<file path="src/inc/clkctl_pkg.sv">
// Functional notes
// Outputs run while off-request pin is low.
// Disabled output parks high, low or high-Z.
// Enabling starts at next leading clock edge.
// Disabling waits for current period to end.
// Spread pin low suppresses all modulation.
// Spread only on first-loop outputs.
// Each loop picks external or crystal reference.
// Each divider picks first or second loop.
// Tuning-voltage outputs come from second loop.
// Software keeps two fast frequencies at most.
// External divider keeps loop input within limit.
// Final divider divides output clock further.
// Crystal load selects 0, 6, 8, 10 pF.
// Pins synchronised before controlling any output.
`default_nettype none
package clkctl_pkg;
   localparam int NUM_OUT = 8;

   // Register byte offsets
   localparam logic [7:0] LOOP_CTRL_OFF = 8'h00;
   localparam logic [7:0] STATUS_OFF    = 8'h04;
   localparam logic [7:0] OUT_CFG_OFF   = 8'h08;
   localparam logic [7:0] OUT_CFG_END   = 8'h28;

   // Bus encodings
   localparam logic [1:0] HTRANS_NONSEQ = 2'h2;
   localparam logic       HRESP_OKAY    = 1'h0;

   // Limits and tables
   localparam logic [6:0] LOOP_IN_MAX_MHZ = 7'h1e;
   localparam logic [2:0] R_EXP_MIN       = 3'h1;
   localparam logic [3:0] LOAD_PF [4]     = '{4'h0, 4'h6, 4'h8, 4'ha};

   typedef enum logic [1:0] {
      PARK_LOW  = 2'b00,
      PARK_HIGH = 2'b01,
      PARK_HIZ  = 2'b10
   } park_t;

   typedef enum logic {
      GATE_OFF = 1'b0,
      GATE_ON  = 1'b1
   } gate_t;

   typedef struct packed {
      logic [16:0] pad;
      logic [6:0]  extFreqMhz;
      logic [3:0]  pad2;
      logic [1:0]  loadCode;
      logic        secondRefExt;
      logic        firstRefExt;
   } loopCtrl_t;

   typedef struct packed {
      logic        invert;
      logic        outEn;
      logic [2:0]  rExp;
      park_t       park;
      logic        spreadEn;
      logic        vcxoPath;
      logic        srcSecond;
   } outCfg_t;

   typedef struct packed {
      logic [7:0]  presentedMhz;
      logic [1:0]  pad;
      logic [1:0]  extDivExp;
      logic [3:0]  loadPf;
      logic [7:0]  spread;
      logic [7:0]  running;
   } status_t;

   typedef struct packed {
      logic        firstRefExt;
      logic        secondRefExt;
      logic [1:0]  extDivExp;
      logic [1:0]  loadCode;
      logic [7:0]  srcSecond;
      logic [7:0]  spread;
   } synthCtrl_t;

   typedef struct packed {
      logic [6:0]  cnt;
      gate_t       st;
      logic        clk;
      logic        oe;
   } gateState_t;

   typedef struct packed {
      logic        s1;
      logic        s2;
   } syncState_t;

   typedef struct packed {
      loopCtrl_t                  lc;
      outCfg_t [NUM_OUT-1:0]      oc;
      logic [31:0]                rdata;
      logic                       wrPend;
      logic [7:0]                 wrAddr;
      synthCtrl_t                 ctl;
   } mainState_t;

   // Values after reset
   localparam logic [31:0] LOOP_CTRL_RST = 32'h0000_1900;
   localparam logic [9:0]  OUT_CFG_RST   = 10'h120;
   localparam gateState_t  GATE_RST      = '{cnt: 7'h00, st: GATE_OFF, clk: 1'h0, oe: 1'h1};
   localparam mainState_t  MAIN_RST      = '{lc: loopCtrl_t'(LOOP_CTRL_RST),
                                             oc: {NUM_OUT{OUT_CFG_RST}},
                                             rdata: 32'h0000_0000,
                                             wrPend: 1'h0,
                                             wrAddr: 8'h00,
                                             ctl: '0};
endpackage
`default_nettype wire

</file>
<file path="src/hw/sync_two_ff.sv">
`default_nettype none
module sync_two_ff #(
   parameter logic RST_VAL = 1'b0
) (
   // Clock and reset
   input  wire logic mclk,
   input  wire logic resetn,
   // Asynchronous level in, synchronised level out
   input  wire logic din,
   output logic      dout
);
   import clkctl_pkg::*;

   syncState_t q;
   syncState_t d;

   // First stage feeds only the second stage
   always_comb begin
      d    = q;
      d.s1 = din;
      d.s2 = q.s1;
   end

   always_ff @(posedge mclk or negedge resetn) begin
      if (!resetn) begin
         q <= '{s1: RST_VAL, s2: RST_VAL};
      end else begin
         q <= d;
      end
   end

   assign dout = q.s2;
endmodule
`default_nettype wire

</file>
<file path="src/hw/output_gate.sv">
`default_nettype none
module output_gate (
   // Clock and reset
   input  wire logic                mclk,
   input  wire logic                resetn,
   // Synchronised enable and configuration
   input  wire logic                enable,
   input  wire clkctl_pkg::outCfg_t cfg,
   // Output pin and state
   output logic                     outClk,
   output logic                     outOe,
   output logic                     running
);
   import clkctl_pkg::*;

   gateState_t q;
   gateState_t d;
   logic [7:0] period;
   logic [6:0] last;
   logic [6:0] half;
   logic       wrap;

   // final power-of-two divider
   always_comb begin
      period = 8'h01 << ((cfg.rExp < R_EXP_MIN) ? R_EXP_MIN : cfg.rExp);
      last   = 7'(period - 8'h01);
      half   = 7'(period >> 1);
      wrap   = q.cnt >= last;
   end

   // Gate decision only at a period boundary, so no runt pulse
   always_comb begin
      d     = q;
      d.cnt = wrap ? 7'h00 : 7'(q.cnt + 7'h01);
      // boundary-only switching
      if (wrap) begin
         d.st = enable ? GATE_ON : GATE_OFF;
      end
      // park when off
      if (d.st == GATE_ON) begin
         d.clk = (d.cnt < half) ^ cfg.invert;
         d.oe  = 1'b1;
      end else begin
         d.clk = cfg.park == PARK_HIGH;
         d.oe  = cfg.park != PARK_HIZ;
      end
   end

   always_ff @(posedge mclk or negedge resetn) begin
      if (!resetn) begin
         q <= GATE_RST;
      end else begin
         q <= d;
      end
   end

   assign outClk  = q.clk;
   assign outOe   = q.oe;
   assign running = q.st == GATE_ON;
endmodule
`default_nettype wire

</file>
<file path="src/hw/clock_output_gating_control.sv">
`default_nettype none
module clock_output_gating_control (
   // Clock and reset
   input  wire logic                           mclk,
   input  wire logic                           resetn,
   // AHB-Lite slave
   input  wire logic                           hsel,
   input  wire logic [31:0]                    haddr,
   input  wire logic [1:0]                     htrans,
   input  wire logic                           hwrite,
   input  wire logic [2:0]                     hsize,
   input  wire logic [31:0]                    hwdata,
   input  wire logic                           hready,
   output logic [31:0]                         hrdata,
   output logic                                hreadyout,
   output logic                                hresp,
   // Control pins, asynchronous to mclk
   input  wire logic                           outputsOffRequestPin,
   input  wire logic                           spreadAllowPin,
   // Output clock pins
   output logic [clkctl_pkg::NUM_OUT-1:0]      outClk,
   output logic [clkctl_pkg::NUM_OUT-1:0]      outClkOe,
   // Controls to the loops and dividers
   output clkctl_pkg::synthCtrl_t              synthCtrl
);
   import clkctl_pkg::*;

   mainState_t           q;
   mainState_t           d;
   status_t              status;
   logic                 accept;
   logic                 addrLow;
   logic                 offSync;
   logic                 spreadSync;
   logic [NUM_OUT-1:0]   running;
   logic [NUM_OUT-1:0]   outEnable;
   // Masks below are read only by the checks
   logic [NUM_OUT-1:0]   vcxoMask;
   logic [NUM_OUT-1:0]   srcMask;
   logic [NUM_OUT-1:0]   hizMask;
   logic [NUM_OUT-1:0]   highMask;
   logic [NUM_OUT-1:0]   invMask;
   logic [NUM_OUT-1:0]   spreadMask;

   // Output divider registers occupy one aligned word each
   function automatic logic isOutCfg(input logic [7:0] a);
      return (a >= OUT_CFG_OFF) && (a < OUT_CFG_END) && (a[1:0] == 2'h0);
   endfunction

   function automatic logic [2:0] cfgIdx(input logic [7:0] a);
      logic [7:0] off;
      off = a - OUT_CFG_OFF;
      return off[4:2];
   endfunction

   // Smallest power-of-two input division that keeps loop input in limit
   function automatic logic [1:0] divExp(input logic [6:0] f);
      if (f <= LOOP_IN_MAX_MHZ) begin
         return 2'h0;
      end else if ((f >> 1) <= LOOP_IN_MAX_MHZ) begin
         return 2'h1;
      end else if ((f >> 2) <= LOOP_IN_MAX_MHZ) begin
         return 2'h2;
      end else begin
         return 2'h3;
      end
   endfunction

   // Register read mux; unmapped words read as zero
   function automatic logic [31:0] readWord(input logic [7:0] a,
                                            input mainState_t s,
                                            input status_t st);
      if (a == LOOP_CTRL_OFF) begin
         return s.lc;
      end else if (a == STATUS_OFF) begin
         return st;
      end else if (isOutCfg(a)) begin
         return {22'h00_0000, s.oc[cfgIdx(a)]};
      end else begin
         return 32'h0000_0000;
      end
   endfunction

   // pin synchronisers
   sync_two_ff #(
      .RST_VAL (1'b1)
   ) uOffSync (
      .mclk    (mclk),
      .resetn  (resetn),
      .din     (outputsOffRequestPin),
      .dout    (offSync)
   );

   sync_two_ff #(
      .RST_VAL (1'b0)
   ) uSpreadSync (
      .mclk    (mclk),
      .resetn  (resetn),
      .din     (spreadAllowPin),
      .dout    (spreadSync)
   );

   // Bus address phase qualifier; both NONSEQ and SEQ are taken
   always_comb begin
      accept  = hsel && hready && htrans[1];
      addrLow = haddr[31:8] == 24'h00_0000;
   end

   // Status word shows the block's live state
   always_comb begin
      status              = '0;
      status.presentedMhz = 8'(q.lc.extFreqMhz >> q.ctl.extDivExp);
      status.extDivExp    = q.ctl.extDivExp;
      // load value table
      status.loadPf       = LOAD_PF[q.ctl.loadCode];
      status.spread       = q.ctl.spread;
      status.running      = running;
   end

   // Next state: write data phase first, so a read right after sees it
   always_comb begin
      d        = q;
      d.wrPend = 1'b0;
      if (q.wrPend) begin
         if (q.wrAddr == LOOP_CTRL_OFF) begin
            d.lc = loopCtrl_t'(hwdata);
         end else if (isOutCfg(q.wrAddr)) begin
            d.oc[cfgIdx(q.wrAddr)] = outCfg_t'(hwdata[9:0]);
         end
      end
      // Reserved bits always read zero
      d.lc.pad  = '0;
      d.lc.pad2 = '0;
      if (accept) begin
         d.wrPend = hwrite && addrLow;
         d.wrAddr = haddr[7:0];
         if (!hwrite) begin
            d.rdata = addrLow ? readWord(haddr[7:0], d, status) : 32'h0000_0000;
         end
      end
      // loop reference select
      d.ctl.firstRefExt  = d.lc.firstRefExt;
      d.ctl.secondRefExt = d.lc.secondRefExt;
      // input divider choice
      d.ctl.extDivExp    = divExp(d.lc.extFreqMhz);
      // crystal load code
      d.ctl.loadCode     = d.lc.loadCode;
      for (int i = 0; i < NUM_OUT; i++) begin
         // divider source
         d.ctl.srcSecond[i] = d.oc[i].srcSecond | d.oc[i].vcxoPath;
         // spread gating
         d.ctl.spread[i] = d.oc[i].spreadEn & ~d.ctl.srcSecond[i] & spreadSync;
      end
   end

   always_ff @(posedge mclk or negedge resetn) begin
      if (!resetn) begin
         q <= MAIN_RST;
      end else begin
         q <= d;
      end
   end

   // Per-output enable: pin low and output switched on in software
   always_comb begin
      for (int i = 0; i < NUM_OUT; i++) begin
         // pin low enables
         outEnable[i] = !offSync && q.oc[i].outEn;
      end
   end

   // One glitch-free gate per output
   for (genvar g = 0; g < NUM_OUT; g++) begin : gGate
      output_gate uGate (
         .mclk    (mclk),
         .resetn  (resetn),
         .enable  (outEnable[g]),
         .cfg     (q.oc[g]),
         .outClk  (outClk[g]),
         .outOe   (outClkOe[g]),
         .running (running[g])
      );
   end

   // Zero wait states, always OKAY
   assign hrdata    = q.rdata;
   assign hreadyout = 1'b1;
   assign hresp     = HRESP_OKAY;
   assign synthCtrl = q.ctl;

   // Helper masks read only by the checks below
   always_comb begin
      for (int i = 0; i < NUM_OUT; i++) begin
         vcxoMask[i] = q.oc[i].vcxoPath;
         srcMask[i]  = q.oc[i].srcSecond;
         hizMask[i]    = q.oc[i].park == PARK_HIZ;
         highMask[i]   = q.oc[i].park == PARK_HIGH;
         invMask[i]    = q.oc[i].invert;
         spreadMask[i] = q.oc[i].spreadEn;
      end
   end
endmodule
`default_nettype wire

</file>
<file path="config.mk">
export PLATFORM = sky130hd
export DESIGN_NAME = clock_output_gating_control
export DESIGN_NICKNAME = d
export VERILOG_FILES = /design/src/inc/clkctl_pkg.sv /design/src/hw/sync_two_ff.sv /design/src/hw/output_gate.sv /design/src/hw/clock_output_gating_control.sv
export SDC_FILE = /design/constraint.sdc
export NUM_CORES = 1
export LEC_CHECK = 0
export BUFFER_PORTS_ARGS = -buffer_cell sky130_fd_sc_hd__buf_4
export CORE_ASPECT_RATIO = 1.4
export CORE_MARGIN = 2
export CORE_UTILIZATION = 50
export CTS_CLUSTER_DIAMETER = 200
export DETAILED_ROUTE_END_ITERATION = 7
export GPL_ROUTABILITY_DRIVEN = 0
export PLACE_DENSITY = 0.69
export SLEW_MARGIN = 10
export SYNTH_ARGS = -nofsm -noshare
export SYNTH_HDL_FRONTEND = slang
export SYNTH_HIERARCHICAL = 1
export SYNTH_SLANG_ARGS = --single-unit
export TNS_END_PERCENT = 10
</file>
<file path="constraint.sdc">
create_clock -name mclk -period 3.9 [get_ports mclk]
set_clock_uncertainty 0.15 [all_clocks]
set_input_delay 0.78 -clock mclk [delete_from_list [all_inputs] [get_ports mclk]]
set_output_delay 0.78 -clock mclk [all_outputs]
set_load 0.03 [all_outputs]
</file>
==> qor.txt <==
Status: complete, no violations
Num Clock Sinks: 230
Peak VDD IR: 0.317 mV
Final setup TNS: 0 ps
Die H: 201 um
Die area: 0.0290 mm2
Most common cell after layout, fill and taps aside: dfrtp_1
Pint: 5020 uW
Remaining antenna violation count: 0
DRC errors left: 0
GRT Resource Usage Total: 0.237
Vias per inst: 5.71
Core footprint: 0.0274 mm2
Sequential Power Share: 0.385
Comb power frac: 0.288
Critical path data required time: 4190 ps
Tcrit/Tclk final: 0.943
Buffers & Inverters on Critical Path: 0
Most frequent cells in the layout: dfrtp_1, buf_4, ha_1
Global route total overflow: 0
Row cnt: 72
IO buf count: 120
Clk_lat worst skew: 540 ps
R2R depth: 13
Vias: 10,200
Vias in the first global route: 10,500
Worst slew margin: 0.427
RSZ-0062 raised after global routing: yes
Seq cells post-synth: 230
Slew @ Worst Pin: 852 ps
Avg WL per Cell: 18.7 um
Total wire length: 33.5 mm
Leakage Power: 0.00741 uW
Post-synth top flop: dfrtp_1
Gate Count Post-Synth: 1,333
Clk root buf: clkbuf_16
Max-slew violation count: 0
CTS max path bufs: 3
R2r startpoint: q[128]$_DFF_PN1_
Tmin final: 3680 ps
Post-CTS Setup Inserts: 0
Crit Reg-Reg Endpoint: gGate[6].uGate/outClk$_DFF_PN0_
Global-route wire length before repair: 54.4 mm
Final Hold Vio Count: 0
Critical path's slowest cell: dfstp_2
# setup viols final: 0
TritonCTS Buffers: 25
Filler instances: 2,483
Post-synth EDFFs: 0
Crit Path Category: reg -> reg
Crit path capture: gGate[6].uGate/outClk$_DFF_PN0_
Critical path arrival: 3970 ps
Clk pin slew, worst setup/hold paths: 60 ps
Cell Area, Synth: 0.0138 mm2
Die W: 145 um
CP Max Fanout: 9
Register area share after synthesis: 0.419
Crit. path cell count: 13
Critical path's top delay family: compound AO/OA/AOI/OAI gates
FFs w/ async S/R, synth: 1.00
DRT Pass-1 Iters: 7
Post-DP HPWL: 25.0 mm
Placed Cells: 1,747
Critical path endpoint category: flip-flop
DRT iter0 DRCs: 590
Switching share of power: 0.332
P_sw: 2490 uW
CP startpoint: q[128]$_DFF_PN1_
Nets: 1,592
Yosys cell types: 67
Clock Power Share: 0.328
Initial antenna violation count: 0
Largest net degree at the start of global routing: 79
TritonCTS clock tree: done
N_diodes: 0
Crit-path cells: or3_1 > nand2_1 > ha_1 > a21oi_1 > o21ai_0 > a21o_1 > nor2_1 > ha_1 > o2111ai_1 > a21oi_1 > a221o_1 > or3_1 > a31oi_1
Max-cap viol count: 0
Startpoint types: flip-flop
Num ports: 148
CTS resizes: 0
Synth warn: 6
Syn Area/Cell: 10.4 um2
Hold buffers post-CTS: 0
Total power per unit cell area: 482 mW/mm2
Htree depth: 1
Starting Density: 0.505
Share of cells above drive strength 1: 0.263
Reg2reg setup slack: 220 ps
Layout Cells excl Fill: 1,793
Top achievable clock speed: 272 MHz
Max incr delay on CP: 600 ps
Area growth syn-to-layout: 12.4%
Worst min-delay path class: in -> async
[power by group through the flow]
stage	Sequential, uW	Combinational [uW]	Clock [uW]
2_1_floorplan	2890	1630	0
3_3_place_gp	2920	2070	0
3_5_place_dp	2930	2140	0
4_1_cts	2890	2160	2510
5_1_grt	2920	2470	2610
6_report	2890	2160	2460
[state kept, by name, summed over array words and instances, names as in the netlist]
signal	flops
hrdata	28
uSpreadSync/d	1
uOffSync/d	1
gGate.uGate/outOe	8
uSpreadSync/dout	1
gGate.uGate/q	56
gGate.uGate/running	8
q	88
invMask	8
gGate.uGate/outClk	8
uOffSync/dout	1
synthCtrl	22
[metrics by stage]
stage / hold WS (ps) / power [uW] / cell area [um2] / utilization / setup WS (ps)
2_1_floorplan: 181 / 4520 / 13900 / - / 460
3_3_place_gp: 184 / 4990 / 14700 / 0.536 / 190
3_5_place_dp: 185 / 5060 / 14700 / 0.536 / 171
4_1_cts: 77.4 / 7550 / 15500 / 0.567 / 143
5_1_grt: 109 / 7990 / 15600 / 0.568 / -62.1
6_report: 48.7 / 7500 / 15600 / 0.568 / 222
[worst register-to-register path, stage by stage, from the launching register on]
cell and delay (ps):
dfstp_2 600, or3_1 150, nand2_1 60, ha_1 290
a21oi_1 60, o21ai_0 310, a21o_1 320, nor2_1 130
ha_1 300, o2111ai_1 250, a21oi_1 70, a221o_1 310
or3_1 340, a31oi_1 230
[logic make-up after synthesis]
family / after synthesis / share of synthesized area
AND/OR/NAND/NOR: 394 / 0.153
AO/OA/AOI/OAI: 269 / 0.137
flip-flops: 230 / 0.419
buffers and inverters: 174 / 0.0747
adder cells (fa/ha/maj): 112 / 0.101
multiplexers: 104 / 0.0871
XOR/XNOR: 40 / 0.0253
other: 10 / 0.00271
[routing by layer]
layer	wire length, um	vias to the layer above	global-route usage	share of wire
met5	0	-	0	0
met1	13700	5055	0.301	0.41
met3	1480	68	0.0277	0.044
met4	1450	0	0.102	0.043
met2	16900	225	0.405	0.50
li1	-	4893	-	-
[worst min path at each step]
stage,startpoint,to,slack [ps],cells past startpoint
after floorplan,uSpreadSync/d[0]$_DFF_PN0_,uSpreadSync/dout$_DFF_PN0_,180,0
after global placement,uSpreadSync/d[0]$_DFF_PN0_,uSpreadSync/dout$_DFF_PN0_,180,0
after detailed placement,uSpreadSync/d[0]$_DFF_PN0_,uSpreadSync/dout$_DFF_PN0_,180,0
after CTS,resetn,invMask[1]$_DFF_PN0_,80,1
after global routing,resetn,gGate[2].uGate/q[4]$_DFF_PN0_,110,1
final,resetn,gGate[0].uGate/q[7]$_DFF_PN0_,50,1
[final cells by class]
cell class                      instances  area, um2  area share
Inverter                               63        236      0.0152
Tap cell                              370        463      0.0298
Multi-Input combinational cell        933       7050       0.454
Timing Repair Buffer                  151       1150      0.0742
Clock inverter                         11        148     0.00949
Sequential cell                       230       5790       0.373
Clock buffer                           35        703      0.0452
[Yosys cell counts, drive strengths merged, types with 11 or more instances]
master	number	area, um2
nand2	98	368
o21ai	56	310
ha	112	1400
dfrtp	201	5030
xnor2	24	210
or3	33	206
a21oi	51	255
a21o	33	268
mux2	83	957
xor2	16	140
a22o	15	131
nor2	110	603
buf	90	718
inv	62	233
dfstp	29	762
nor2b	19	119
a211oi	21	158
mux2i	18	180
a22oi	11	82.6
nand3	81	445
clkbuf	21	78.8
(Power assumes the default switching activity.)
